===== config.mk =====
export PLATFORM = sky130hd
export DESIGN_NAME = dual_group_gp_timer
export DESIGN_NICKNAME = d
export VERILOG_FILES = /design/src/rtl/gp_timer_pkg.sv /design/src/rtl/dual_group_gp_timer.sv /design/src/rtl/pin_sync.sv /design/src/rtl/count_step.sv
export SDC_FILE = /design/constraint.sdc
export NUM_CORES = 1
export LEC_CHECK = 0
export BUFFER_PORTS_ARGS = -buffer_cell sky130_fd_sc_hd__buf_4
export CAP_MARGIN = 20
export CORE_UTILIZATION = 39
export DETAILED_ROUTE_END_ITERATION = 16
export SYNTH_ARGS = -nofsm -noshare
export SYNTH_HDL_FRONTEND = slang
export SYNTH_SLANG_ARGS = --single-unit

===== constraint.sdc =====
create_clock -name mclk -period 6.2 [get_ports mclk]
set_input_delay 0.62 -clock mclk [delete_from_list [all_inputs] [get_ports mclk]]
set_output_delay 0.62 -clock mclk [all_outputs]
set_load 0.02 [all_outputs]

===== src/rtl/gp_timer_pkg.sv =====
/*
 * Shared constants, register map and carrier types for the dual group timer unit.
 * Assumes a single 10 MHz clock, APB register access with 32-bit data and
 * pin inputs that are synchronous to that clock.
 */
package gp_timer_pkg;

    // Timer population and slot numbers
    localparam int NUM_TIMERS  = 5;
    localparam int NUM_GROUP_A = 3;
    localparam int IDX_A_LOW   = 0;
    localparam int IDX_A_CORE  = 1;
    localparam int IDX_A_HIGH  = 2;
    localparam int IDX_B_AUX   = 3;
    localparam int IDX_B_CORE  = 4;

    // Timing: clock rate and finest counting step of each group
    localparam int CLOCK_HZ      = 10_000_000;
    localparam int A_STEP_CLOCKS = 4;
    localparam int B_STEP_CLOCKS = 2;
    localparam int DIV_W         = 10;

    // Register byte offsets
    localparam logic [7:0] OFF_CTL_BASE = 8'h00;
    localparam logic [7:0] OFF_TMR_BASE = 8'h14;
    localparam logic [7:0] OFF_CR       = 8'h28;
    localparam logic [7:0] OFF_FLAGS    = 8'h2C;
    localparam logic [7:0] OFF_CAP_CTL  = 8'h30;

    // Operating modes of one timer
    typedef enum logic [2:0] {
        MODE_TIMER     = 3'b000,
        MODE_COUNTER   = 3'b001,
        MODE_GATE_LOW  = 3'b010,
        MODE_GATE_HIGH = 3'b011,
        MODE_RELOAD    = 3'b100,
        MODE_CAPTURE   = 3'b101,
        MODE_ENCODER   = 3'b110
    } mode_type;

    // Per-timer control word, low 16 bits of its register
    typedef struct packed {
        logic [2:0] spare;     // Reads back as written
        logic       opt;       // Aux A: reload on latch edge; core B: reload on wrap
        logic       link;      // Aux: count latch edges; core: drive toggle pin
        logic [1:0] edge_sel;  // Bit 0 rising, bit 1 falling
        logic       xdir;      // Direction pin may invert the count direction
        logic       down;      // Count down
        logic       run;       // Counting enabled
        mode_type   mode;      // Operating mode
        logic [2:0] ps;        // Prescaler exponent
    } ctl_type;

    // Capture control of the group B capture/reload register
    typedef struct packed {
        logic       clear;     // Clear group B aux timer after capture
        logic [1:0] src;       // 0 capture pin, 1 core count in, 2 core dir in, 3 both
        logic [1:0] edge_sel;  // Bit 0 rising, bit 1 falling
    } cap_ctl_type;

    // External pins, slot-indexed like the timers
    typedef struct packed {
        logic                  cap;
        logic [NUM_TIMERS-1:0] dir;
        logic [NUM_TIMERS-1:0] tin;
    } pins_type;

    typedef struct packed {
        logic [7:0]  paddr;
        logic        psel;
        logic        penable;
        logic        pwrite;
        logic [31:0] pwdata;
    } apb_req_type;

    typedef struct packed {
        logic [31:0] prdata;
        logic        pready;
        logic        pslverr;
    } apb_rsp_type;

    typedef struct packed {
        logic [NUM_TIMERS-1:0][15:0] tmr;
        ctl_type [NUM_TIMERS-1:0]    ctl;
        cap_ctl_type                 cap_ctl;
        logic [15:0]                 cr;
        logic [NUM_TIMERS-1:0]       flags;
        logic                        tgl_a;
        logic                        tgl_b;
        logic                        a_out;
        logic                        b_out;
        logic                        b_wrap;
        logic [DIV_W-1:0]            div;
        apb_rsp_type                 rsp;
    } state_type;

    // Reset values
    localparam state_type STATE_RESET = '0;

endpackage : gp_timer_pkg


===== src/rtl/dual_group_gp_timer.sv =====
/*
 * Five 16-bit timers in two groups with capture, reload and toggle latches,
 * reached over APB. Assumes one 10 MHz clock, synchronous pins and an APB
 * master that holds each request until pready.
 */
// Overview of operation
// (RULE1) Five 16-bit timers, groups A and B
// (RULE2) Group A: timer, gated, counter, encoder modes
// (RULE3) Timer mode counts prescaled clock ticks
// (RULE4) Counter mode counts timer input pin edges
// (RULE5) Gated mode counts ticks while gate active
// (RULE6) Group A finest step is four clocks
// (RULE7) Direction from control bit, optionally pin
// (RULE8) Encoder mode decodes quadrature on two pins
// (RULE9) Group A latch toggles on core wrap
// (RULE10) Group A latch can clock aux timers
// (RULE11) Capture or reload aux timer stops counting
// (RULE12) Aux capture latches core on pin edge
// (RULE13) Core reloads from aux on pin/latch edge
// (RULE14) Opposite latch edges reload alternately for PWM
// (RULE15) Group B finest step is two clocks
// (RULE16) Group B clocked by prescaler or pins
// (RULE17) Group B latch toggles, clocks aux, drives pin
// (RULE18) Group B core wrap reloads and is exported
// (RULE19) Capture register latches aux B on edge
// (RULE20) Optional clear of aux B after capture
// (RULE21) Capture trigger may come from core A inputs
// (RULE22) Wrap modulo 65536 sets a sticky flag
// (RULE23) Pins synchronised before any edge detection
`timescale 1ns/1ns
module dual_group_gp_timer
    import gp_timer_pkg::*;
(
    input  wire logic        mclk,                   // System clock, 10 MHz
    input  wire logic        reset,                  // Synchronous reset, active high
    input  wire apb_req_type apb_req,                // APB request signals
    output apb_rsp_type      apb_rsp,                // APB answer signals
    input  wire pins_type    pins,                   // Timer, direction, capture pins
    output logic             group_a_toggle_output,  // Group A toggle latch pin
    output logic             group_b_toggle_output,  // Group B toggle latch pin
    output logic             group_b_wrap_clock      // Pulse on group B core wrap
);
    state_type             s;
    state_type             next_s;
    pins_type              lvl;
    pins_type              prv;
    pins_type              rise;
    pins_type              fall;
    logic [NUM_TIMERS-1:0] inc;
    logic [NUM_TIMERS-1:0] down;
    logic [NUM_TIMERS-1:0] wrap;
    logic [NUM_TIMERS-1:0] cap_hit;
    logic [NUM_TIMERS-1:0] rel_hit;
    logic [NUM_TIMERS-1:0][15:0] stepped;
    logic                  a_tgl_rise;
    logic                  a_tgl_fall;
    logic                  b_tgl_rise;
    logic                  b_tgl_fall;
    logic                  b_cap_hit;
    logic                  wr;
    logic                  setup;

    // Selected transition present
    function automatic logic edge_hit(input logic [1:0] sel, input logic r, input logic f);
        return (sel[0] & r) | (sel[1] & f);
    endfunction : edge_hit

    // Pin synchroniser and edge detection on synchronised samples
    pin_sync u_sync (
        .mclk  (mclk),
        .reset (reset),
        .raw   (pins),
        .level (lvl),
        .prev  (prv)
    );
    assign rise = lvl & ~prv; // RULE23
    assign fall = ~lvl & prv; // RULE23

    // Bus phase decode
    assign setup = apb_req.psel && !apb_req.penable;
    assign wr    = apb_req.psel && apb_req.penable && s.rsp.pready && apb_req.pwrite;

    // Toggle latch transitions, seen in the cycle of the wrap
    assign a_tgl_rise = wrap[IDX_A_CORE] && !s.tgl_a;
    assign a_tgl_fall = wrap[IDX_A_CORE] && s.tgl_a;
    assign b_tgl_rise = wrap[IDX_B_CORE] && !s.tgl_b;
    assign b_tgl_fall = wrap[IDX_B_CORE] && s.tgl_b;

    // Capture trigger source for the group B capture/reload register
    always_comb begin
        unique case (s.cap_ctl.src)
            2'b00: b_cap_hit = edge_hit(s.cap_ctl.edge_sel, rise.cap, fall.cap); // RULE19
            2'b01: b_cap_hit = edge_hit(s.cap_ctl.edge_sel, rise.tin[IDX_A_CORE],
                                        fall.tin[IDX_A_CORE]); // RULE21
            2'b10: b_cap_hit = edge_hit(s.cap_ctl.edge_sel, rise.dir[IDX_A_CORE],
                                        fall.dir[IDX_A_CORE]); // RULE21
            2'b11: b_cap_hit = edge_hit(s.cap_ctl.edge_sel,
                                        rise.tin[IDX_A_CORE] | rise.dir[IDX_A_CORE],
                                        fall.tin[IDX_A_CORE] | fall.dir[IDX_A_CORE]); // RULE21
        endcase
    end

    // Per-timer count enable, direction and step
    for (genvar i = 0; i < NUM_TIMERS; i++) begin : g_timer
        localparam logic [DIV_W-1:0] STEP = (i < NUM_GROUP_A) ? DIV_W'(A_STEP_CLOCKS)
                                                              : DIV_W'(B_STEP_CLOCKS);
        localparam bit IS_A_AUX = (i == IDX_A_LOW) || (i == IDX_A_HIGH);
        localparam bit IS_AUX   = IS_A_AUX || (i == IDX_B_AUX);
        ctl_type c;
        logic    tick;
        logic    pin_ev;
        logic    link_ev;
        logic    enc_any;
        logic    enc_down;
        logic    step_i;

        assign c = s.ctl[i];
        // One tick every STEP times two to the ps clocks
        assign tick = c.run && ((s.div & ((STEP << c.ps) - DIV_W'(1))) == '0); // RULE6 RULE15
        assign pin_ev  = edge_hit(c.edge_sel, rise.tin[i], fall.tin[i]);
        // Aux timers may count edges of their group's toggle latch
        assign link_ev = (i == IDX_B_AUX) ? edge_hit(c.edge_sel, b_tgl_rise, b_tgl_fall) // RULE17
                                          : edge_hit(c.edge_sel, a_tgl_rise, a_tgl_fall); // RULE10
        // Quadrature: any edge on A or B counts, phase gives direction
        assign enc_any  = rise.tin[i] | fall.tin[i] | rise.dir[i] | fall.dir[i];
        assign enc_down = !(lvl.tin[i] ^ prv.dir[i]); // RULE8

        assign cap_hit[i] = IS_A_AUX && (c.mode == MODE_CAPTURE) && pin_ev; // RULE12
        assign rel_hit[i] = IS_A_AUX && (c.mode == MODE_RELOAD)
                            && (c.opt ? link_ev : pin_ev); // RULE13 RULE14

        // Count enable by mode
        always_comb begin
            unique case (c.mode)
                MODE_TIMER:     step_i = tick; // RULE3 RULE16
                MODE_COUNTER:   step_i = c.run && ((c.link && IS_AUX) ? link_ev
                                                                      : pin_ev); // RULE4 RULE16
                MODE_GATE_LOW:  step_i = tick && !lvl.tin[i]; // RULE5
                MODE_GATE_HIGH: step_i = tick && lvl.tin[i]; // RULE5
                MODE_ENCODER:   step_i = c.run && enc_any; // RULE8
                MODE_RELOAD:    step_i = 1'b0; // RULE11
                MODE_CAPTURE:   step_i = 1'b0; // RULE11
                default:        step_i = 1'b0;
            endcase
            // Group B knows only timer and counter modes
            if (i >= NUM_GROUP_A && c.mode != MODE_TIMER && c.mode != MODE_COUNTER) begin
                step_i = 1'b0;
            end
        end

        assign inc[i]  = step_i; // RULE2
        assign down[i] = (c.mode == MODE_ENCODER) ? enc_down
                                                  : c.down ^ (c.xdir & lvl.dir[i]); // RULE7

        count_step u_step (
            .value      (s.tmr[i]),
            .step       (step_i),
            .down       (down[i]),
            .next_value (stepped[i]),
            .wrap       (wrap[i])
        ); // RULE1
    end

    // Next state: counting, linkage, bus writes, flags and bus answer
    always_comb begin
        logic [31:0]           rdata;
        logic                  hit;
        logic [NUM_TIMERS-1:0] clr;
        rdata  = 32'h0000_0000;
        hit    = 1'b0;
        clr    = '0;
        next_s = s;
        next_s.div = s.div + DIV_W'(1);
        next_s.tmr = stepped;

        // Aux capture of the group A core timer
        for (int i = 0; i < NUM_TIMERS; i++) begin
            if (cap_hit[i]) begin
                next_s.tmr[i] = s.tmr[IDX_A_CORE]; // RULE12
            end
        end
        // Reload of the group A core timer; the low aux wins a tie
        for (int i = NUM_TIMERS - 1; i >= 0; i--) begin
            if (rel_hit[i]) begin
                next_s.tmr[IDX_A_CORE] = s.tmr[i]; // RULE13 RULE14
            end
        end

        // Toggle latches and the exported wrap pulse
        next_s.tgl_a  = s.tgl_a ^ wrap[IDX_A_CORE]; // RULE9
        next_s.tgl_b  = s.tgl_b ^ wrap[IDX_B_CORE]; // RULE17
        next_s.b_wrap = wrap[IDX_B_CORE]; // RULE18
        if (wrap[IDX_B_CORE] && s.ctl[IDX_B_CORE].opt) begin
            next_s.tmr[IDX_B_CORE] = s.cr; // RULE18
        end

        // Capture of group B aux timer, with optional clear
        if (b_cap_hit) begin
            next_s.cr = s.tmr[IDX_B_AUX]; // RULE19
            if (s.cap_ctl.clear) begin
                next_s.tmr[IDX_B_AUX] = 16'h0000; // RULE20
            end
        end

        // Software writes take the access-phase edge and win over counting
        if (wr) begin
            for (int i = 0; i < NUM_TIMERS; i++) begin
                if (apb_req.paddr == OFF_CTL_BASE + 8'(4 * i)) begin
                    next_s.ctl[i] = ctl_type'(apb_req.pwdata[15:0]);
                end
                if (apb_req.paddr == OFF_TMR_BASE + 8'(4 * i)) begin
                    next_s.tmr[i] = apb_req.pwdata[15:0];
                end
            end
            if (apb_req.paddr == OFF_CR) begin
                next_s.cr = apb_req.pwdata[15:0];
            end
            if (apb_req.paddr == OFF_CAP_CTL) begin
                next_s.cap_ctl = cap_ctl_type'(apb_req.pwdata[4:0]);
            end
            if (apb_req.paddr == OFF_FLAGS) begin
                clr = apb_req.pwdata[NUM_TIMERS-1:0];
            end
        end

        // Sticky wrap flags: write one to clear, a new wrap wins
        next_s.flags = (s.flags & ~clr) | wrap; // RULE22

        // Toggle pins follow the latch when enabled
        next_s.a_out = next_s.tgl_a & next_s.ctl[IDX_A_CORE].link; // RULE9
        next_s.b_out = next_s.tgl_b & next_s.ctl[IDX_B_CORE].link; // RULE17

        // Read mux
        for (int i = 0; i < NUM_TIMERS; i++) begin
            if (apb_req.paddr == OFF_CTL_BASE + 8'(4 * i)) begin
                rdata = {16'h0000, s.ctl[i]};
                hit   = 1'b1;
            end
            if (apb_req.paddr == OFF_TMR_BASE + 8'(4 * i)) begin
                rdata = {16'h0000, s.tmr[i]};
                hit   = 1'b1;
            end
        end
        if (apb_req.paddr == OFF_CR) begin
            rdata = {16'h0000, s.cr};
            hit   = 1'b1;
        end
        if (apb_req.paddr == OFF_FLAGS) begin
            rdata = {27'h0000000, s.flags};
            hit   = 1'b1;
        end
        if (apb_req.paddr == OFF_CAP_CTL) begin
            rdata = {27'h0000000, s.cap_ctl};
            hit   = 1'b1;
        end

        // Answer: ready in the first access cycle, error on unmapped address
        next_s.rsp.pready  = setup;
        next_s.rsp.pslverr = setup && !hit;
        if (setup) begin
            next_s.rsp.prdata = (apb_req.pwrite || !hit) ? 32'h0000_0000 : rdata;
        end
    end

    // State register
    always_ff @(posedge mclk) begin
        if (reset) begin
            s <= STATE_RESET;
        end else begin
            s <= next_s;
        end
    end

    // Outputs come straight from state flip-flops
    assign apb_rsp               = s.rsp;
    assign group_a_toggle_output = s.a_out;
    assign group_b_toggle_output = s.b_out;
    assign group_b_wrap_clock    = s.b_wrap;
endmodule : dual_group_gp_timer


===== src/rtl/pin_sync.sv =====
/*
 * Two-stage synchroniser for all timer pins plus one more stage kept for
 * edge detection. Assumes pins change no faster than the clock samples them.
 */
`timescale 1ns/1ns
module pin_sync
    import gp_timer_pkg::*;
(
    input  wire logic     mclk,   // System clock
    input  wire logic     reset,  // Synchronous reset, active high
    input  wire pins_type raw,    // Pins as they arrive
    output pins_type      level,  // Synchronised level
    output pins_type      prev    // Level one clock earlier
);
    typedef struct packed {
        pins_type meta;
        pins_type level;
        pins_type prev;
    } sync_state_type;

    sync_state_type s;
    sync_state_type next_s;

    // Chain: only the second stage reads the first
    always_comb begin
        next_s.meta  = raw;
        next_s.level = s.meta;
        next_s.prev  = s.level;
    end

    // State register
    always_ff @(posedge mclk) begin
        if (reset) begin
            s <= '0;
        end else begin
            s <= next_s; // RULE23
        end
    end

    assign level = s.level;
    assign prev  = s.prev;

endmodule : pin_sync


===== src/rtl/count_step.sv =====
/*
 * One step of a 16-bit up/down counter with wrap detection.
 * Pure combinational; the caller holds the count.
 */
`timescale 1ns/1ns
module count_step
    import gp_timer_pkg::*;
(
    input  wire logic [15:0] value,       // Present count
    input  wire logic        step,        // Advance this cycle
    input  wire logic        down,        // Count down when high
    output logic      [15:0] next_value,  // Count after the step
    output logic             wrap         // Overflow or underflow this cycle
);
    // Wraps modulo 65536 in either direction
    always_comb begin
        next_value = value;
        wrap       = 1'b0;
        if (step) begin
            next_value = down ? value - 16'h0001 : value + 16'h0001; // RULE22
            wrap       = down ? (value == 16'h0000) : (value == 16'hFFFF);
        end
    end

endmodule : count_step


# Word-level counts from Yosys, hierarchy flattened

Cells that the tools add are included.

$add $sub $neg: 16
$mul: 0
Divide/modulo/power cells: 0
Magnitude comparators: 0
Eq/ne operators: 46
Shift-type cells: 5
Multiplexer cells: 88
Bitwise logic cells: 84
Reduce and logical (&&, ||, !) cells: 81

Operators by type and width:

| cell                                                                   | number |
|---|---|
| 16-bit two-way mux                                                     | 30 |
| 32-bit two-way mux                                                     | 13 |
| 181-bit two-way mux                                                    | 1 |
| 16-bit by 1-bit adder with 16-bit output (second input constant)       | 5 |
| 16-bit equality test (second input constant)                           | 5 |
| 16-bit logical NOT                                                     | 5 |
| 16-bit by 1-bit subtractor with 16-bit output (second input constant)  | 5 |
| 10-bit bitwise AND                                                     | 5 |
| 10-bit logical NOT                                                     | 5 |
| 10-bit by 1-bit subtractor with 10-bit output (second input constant)  | 5 |
| 1-bit logical AND                                                      | 41 |
| 8-bit by 6-bit equality test with 1-bit output (second input constant) | 5 |
| 1-bit two-way mux                                                      | 35 |
| 8-bit by 5-bit equality test with 1-bit output (second input constant) | 4 |
| 1-bit bitwise AND                                                      | 31 |
| 3-bit by 2-bit equality test with 1-bit output (second input constant) | 10 |
| 3-bit by 3-bit left shift with 10-bit output (first input constant)    | 3 |
| 1-bit bitwise OR                                                       | 29 |
| 3-bit equality test (second input constant)                            | 9 |
| 1-bit one-hot mux with 5 select lines                                  | 5 |
| 11-bit bitwise AND                                                     | 2 |
| 11-bit NOT                                                             | 2 |
| 2-bit by 3-bit left shift with 10-bit output (first input constant)    | 2 |
| 8-bit by 4-bit equality test with 1-bit output (second input constant) | 2 |
| other kinds (19)                                                       | 61 |

Register bits after elaboration: 268
Latch bits: 0
Bits in writable memories: 0
Memory bits (read-only): 0
Input bits: 56
Output and inout port bits: 37
Word-level logic and storage cells: 393
Memories: 0

# Logic depth before layout (Yosys ltp)

Depth in word-level cells: 22
Depth in mapped cells: 20
Depth with buffers taken out: 17

# By module

From an unflattened synthesis, not the netlist that was laid out.

Cell total of the unflattened synthesis: 2187
Area total of the unflattened synthesis: 18076.1 um^2

By module, submodules not included:

| module              | times used | cells each | area an instance (um^2) | seq. area each (um^2) |
|---|---|---|---|---|
| dual_group_gp_timer | 1          | 1472       | 12205.5                 | 4364.2 |
| count_step          | 5          | 127        | 979.7                   | 0.0 |
| pin_sync            | 1          | 80         | 972.2                   | 660.6 |

# Least setup slack after synthesis

OpenSTA, ideal clock, no wires.

Path type: register to register
Start point: reg s (netlist bit g_timer[0].c[3])
End point: reg s[169] (netlist bit)
Library setup time: 0.126 ns
Arrival: 3.878 ns
Data required time: 6.074 ns
Path slack: 2.196 ns
Cell stages (with the launch flop): 15
Buffers on the path: 1
Period minus slack after synthesis: 4.004 ns
Cell sequence: dfxtp_1 -> clkbuf_1 -> nand3b_1 -> nor2_1 -> a21oi_1 -> ha_1 -> a211oi_1 -> o21ai_0 -> a2111o_1 -> a311o_1 -> o211ai_1 -> xor2_1 -> o211ai_1 -> a22oi_1 -> nor2_1

Word-level cells in the longest chain between the ends: 7
Elaborated cells on any way between the ends: 14
Those cells by class: eq/ne (5); mux (7); reduce/logical (2)

Ends and longest elaborated chain:

| item                     | RTL line                                               | source |
|---|---|---|
| start: declaration       | dual_group_gp_timer.sv:43                              | `state_type s;` |
| start signal: assignment | dual_group_gp_timer.sv:270                             | `s <= next_s;` |
| 3-bit equality test      | dual_group_gp_timer.sv:134, dual_group_gp_timer.sv:152 |  |
| 1-bit two-way mux        | dual_group_gp_timer.sv:152                             | `assign down[i] = (c.mode == MODE_ENCODER) ? enc_down` |
| 16-bit two-way mux       | count_step.sv:20                                       | `next_value = down ? value - 16'h0001 : value + 16'h0001;` |
| 16-bit two-way mux       | count_step.sv:19                                       | `if (step) begin` |
| 16-bit two-way mux *     | dual_group_gp_timer.sv:178                             | `if (cap_hit[i]) begin` |
| 16-bit two-way mux       | dual_group_gp_timer.sv:211                             | `if (apb_req.paddr == OFF_TMR_BASE + 8'(4 * i)) begin` |
| 181-bit two-way mux *    | dual_group_gp_timer.sv:206                             | `if (wr) begin` |

Mark *: on every way between the ends. The rest lies on a longest branch, timed or not.
A chain may end at the register's enable or synchronous reset.

# Worst setup path in the final report

Start point: reg s[36] (netlist bit)
End point: reg s[217] (netlist bit)

Word-level cells in the longest chain between the ends: 19
Elaborated cells on any way between the ends: 27
Those cells by class: mux (11); bitwise (5); reduce/logical (11)

Ends and longest elaborated chain:

| item                                    | RTL line                                               | source |
|---|---|---|
| 10-bit bitwise AND *                    | dual_group_gp_timer.sv:119                             | `assign tick = c.run && ((s.div & ((STEP << c.ps) - DIV_W'(1))) == '0);` |
| 10-bit logical NOT *                    | dual_group_gp_timer.sv:119                             |  |
| 1-bit logical AND *                     | dual_group_gp_timer.sv:119                             |  |
| 1-bit logical AND (on tied branches)    | dual_group_gp_timer.sv:139, dual_group_gp_timer.sv:138 |  |
| 1-bit one-hot mux with 5 select lines * | dual_group_gp_timer.sv:134                             | `unique case (c.mode)` |
| 1-bit two-way mux *                     | dual_group_gp_timer.sv:146                             | `if (i >= NUM_GROUP_A && c.mode != MODE_TIMER && c.mode != MODE_COUNTER) begin` |
| 1-bit two-way mux *                     | count_step.sv:19                                       |  |
| named net g_timer[4].u_step.wrap        | count_step.sv:13                                       | `output logic wrap` |
| [... 4 more ...]                        | --                                                     |  |
| 1-bit logical AND *                     | dual_group_gp_timer.sv:136                             | `MODE_COUNTER: step_i = c.run && ((c.link && IS_AUX) ? link_ev` |
| 1-bit one-hot mux with 5 select lines * | dual_group_gp_timer.sv:134                             |  |
| 1-bit two-way mux *                     | dual_group_gp_timer.sv:146                             |  |
| 16-bit two-way mux *                    | count_step.sv:19                                       |  |
| 16-bit two-way mux                      | dual_group_gp_timer.sv:200                             | `if (s.cap_ctl.clear) begin` |
| 16-bit two-way mux *                    | dual_group_gp_timer.sv:198                             | `if (b_cap_hit) begin` |
| 16-bit two-way mux                      | dual_group_gp_timer.sv:211                             |  |
| 181-bit two-way mux *                   | dual_group_gp_timer.sv:206                             |  |

The timed path passes the listed nets; every way through them passes the cells marked *.

==> flow_metrics.tcl <==
set metrics [dict create \
    status "finished with violations" \
    violations "DRC" \
    drv_slew 0 \
    comb_power_share_pct 4.6 \
    seq_area_frac_synth_pct 30.72 \
    mostFrequentLayoutCells "nand2_1 (291), dfxtp_1 (251), nor2_1 (226), a21oi_1 (218), buf_4 (92)" \
    setup_violations 0 \
    netlist_area_um2 16350 \
    grt_util_all_layers_pct 29.27 \
    dpl.hpwl_um 44900 \
    vias_per_cell 6.229 \
    vdd_drop_max_uv 213.0 \
    final_common_cell "nand2_1" \
    grt.overflow.total 0 \
    fp-row-count 74 \
    clk_pin_slew_ps 60 \
    worstMarginPinSlew_ps 1135 \
    hold_violations 0 \
    setup_tns_ps 0 \
    fillers 4170 \
    cts_setup_buffers 0 \
    netlist-cell-type-count 78 \
    cts_resized 0 \
    clk_path_buf_depth 3 \
    drt-wirelength-per-cell_um 24.14 \
    clkLatencyLatePin_ps 590 \
    cts-buffers-inserted 30 \
    min_path_type "in -> reg" \
    path_class "reg -> reg" \
    rsz0062_at_grt "false" \
    fp.dieW_um 206.8 \
    cp_data_required_time_ps 6630 \
    ctsHoldBuffers 0 \
    worstPathArrival_ps 4660 \
    die_y_um 206.8 \
    endpoint_kind "flop" \
    finalCriticalPeriod_ps 4231 \
    gp_congestion 0.9771 \
    power_switching_uw 900.2 \
    intPower_mw 2.880 \
    die_area_um2 42760 \
    io_buffers 60 \
    synth_edf_count 0 \
    cts.sinks 251 \
    cts_tree "built" \
    p_per_area_nw_per_um2 208.0 \
    switching_share_pct 23.81 \
    period_share_pct 68.25 \
    synth_flop_cell "dfxtp_1" \
    grt_antenna_before_repair 1 \
    final_area_um2 18170 \
    synth_area_per_cell_um2 7.675 \
    clock.fmax_mhz 236.3 \
    ctsRootBufferMaster "clkbuf_16" \
    startpoint_type "flop" \
    power_frac_clock_pct 52.2 \
    drc 1 \
    netlist_instances 2131 \
    leakage_nw 6.911 \
    num_io_pins 93 \
    synth_top_area_share_pct 30.72 \
    pwr-share-seq_pct 43.2 \
    drt_iter0_markers 2240 \
    async_reset_ff_share_pct 0 \
    drive_gt1_share_pct 8.400 \
    area_delta_synth_final_pct 11.12 \
    grt_pass1_vias 14620 \
    fin_util_pct 44.21 \
    grt_start_max_net_pins 98 \
    diodes 0 \
    cap_violations 0 \
    dr.pass1.iters 14 \
    critical_path.max_fanout 25 \
    nNetsFinal 2254 \
    synth_area_leaders "dfxtp_1 (31%), a21oi_1 (6.7%), nand2_1 (6.7%)" \
    initial_utilization_pct 39.78 \
    ys_warn_count 0 \
    antenna_left 0 \
    routed_wl_um 64280 \
    synth_top_area_cell "dfxtp_1" \
    core-area_um2 41110 \
    via_count 16590 \
    cts_max_level 1 \
    yosys_register_bits 251 \
    slew_headroom_pct 24.07 \
    dpl_cell_area_um2 17030 \
    fin_skew_ps 16.53 \
    grt_first_pass_wirelength_um 93650 \
]
==> power groups by stage <==
| stage | registers, mW | logic (mW) | clock network, mW |
|---|---|---|---|
| floorplan | 1.67 | 0.0955 | 0 |
| global placement | 1.67 | 0.167 | 0 |
| detailed placement | 1.67 | 0.167 | 0 |
| CTS | 1.63 | 0.167 | 1.99 |
| global route | 1.63 | 0.178 | 2.05 |
| finish | 1.63 | 0.173 | 1.97 |
==> worst paths after layout <==
check                                    endpoint               from  cells past startpoint  slack, ps
worst max-delay path                       s[217]              s[36]                     16       1970
worst min-delay path            u_sync.next_s[11]            pins[0]                      2        250
worst max register to register             s[217]              s[36]                     16       1970
worst min register to register    u_sync.level[0]  u_sync.next_s[11]                      1        440
==> layout make-up <==
cell class | instances | area (um2) | share of cell area (%)
timing repair buffer | 95 | 724.4 | 3.987
clock inverter | 15 | 222.7 | 1.226
clock buffer | 41 | 893.4 | 4.916
inverter | 55 | 206.4 | 1.136
tap | 532 | 665.6 | 3.663
multi-input combinational | 1674 | 10440 | 57.42
sequential | 251 | 5025 | 27.65
==> sequential cells by signal, indices dropped and copies added (netlist names) <==
| signal | flops |
|---|---|
| apb_rsp | 18 |
| u_sync.prev | 11 |
| g_timer.c | 80 |
| u_sync.next_s | 11 |
| s | 117 |
| group_a_toggle_output | 1 |
| group_b_wrap_clock | 1 |
| u_sync.level | 11 |
| group_b_toggle_output | 1 |
==> routing by layer <==
| metal | global-route usage (%) | routed length (um) |
|---|---|---|
| met3 | 4.490 | 6200 |
| met5 | 0 | 13 |
| met4 | 11.52 | 2836 |
| met2 | 44.54 | 27770 |
| met1 | 41.24 | 27460 |
==> cell families after synthesis <==
kind of cell,after synthesis,synth area share (%)
AOI/OAI and AO/OA,639,25.68
DFF,251,30.72
buffers and inverters,221,6.082
other,1,0.02293
and+or+nand+nor,768,21.20
adders and majority gates,91,7.192
muxes,67,4.116
xor gates and xnor gates,93,4.980
==> synthesized netlist by cell type, drive strengths merged, types with 9 or more instances <==
cell	count
xnor2	55
o221ai	9
buf	48
nor2	226
nand4	33
dfxtp	251
a31oi	13
a211oi	83
a21oi	221
o21a	9
nor4	25
inv	55
mux2i	65
nor3	50
a21o	22
a222oi	28
nand3	45
or3	9
clkbuf	118
nand2	291
ha	86
xor2	38
and3	13
a22oi	40
nor2b	38
o21ai	96
nand3b	9
o211ai	33
==> worst max-delay path, cell delays in order, from the launching register on <==
cell and delay (ps):
dfxtp_1 480, nor4_4 360, o211ai_1 270, a221o_1 470, a2111oi_4 310, buf_4 380, nand2_1 210, inv_1 130
ha_1 150, a22oi_1 90, a211oi_1 260, o211ai_1 130, buf_4 240, inv_1 180, o211ai_1 110, o31ai_1 220
a21oi_1 90
==> per-stage QoR <==
step | std cells | power [mW] | hold WS [ps] | setup slack [ps]
after floorplan | 2146 | 1.761 | 413.8 | 2196
after global placement | 2603 | 1.836 | 420.5 | 1998
after detailed placement | 2605 | 1.836 | 425.3 | 1791
after CTS | 2661 | 3.792 | 239.5 | 1746
after global routing | 2663 | 3.866 | 255.6 | 1712
final | 2663 | 3.780 | 245.3 | 1969
Note: power is estimated with default switching activity, not from simulation.
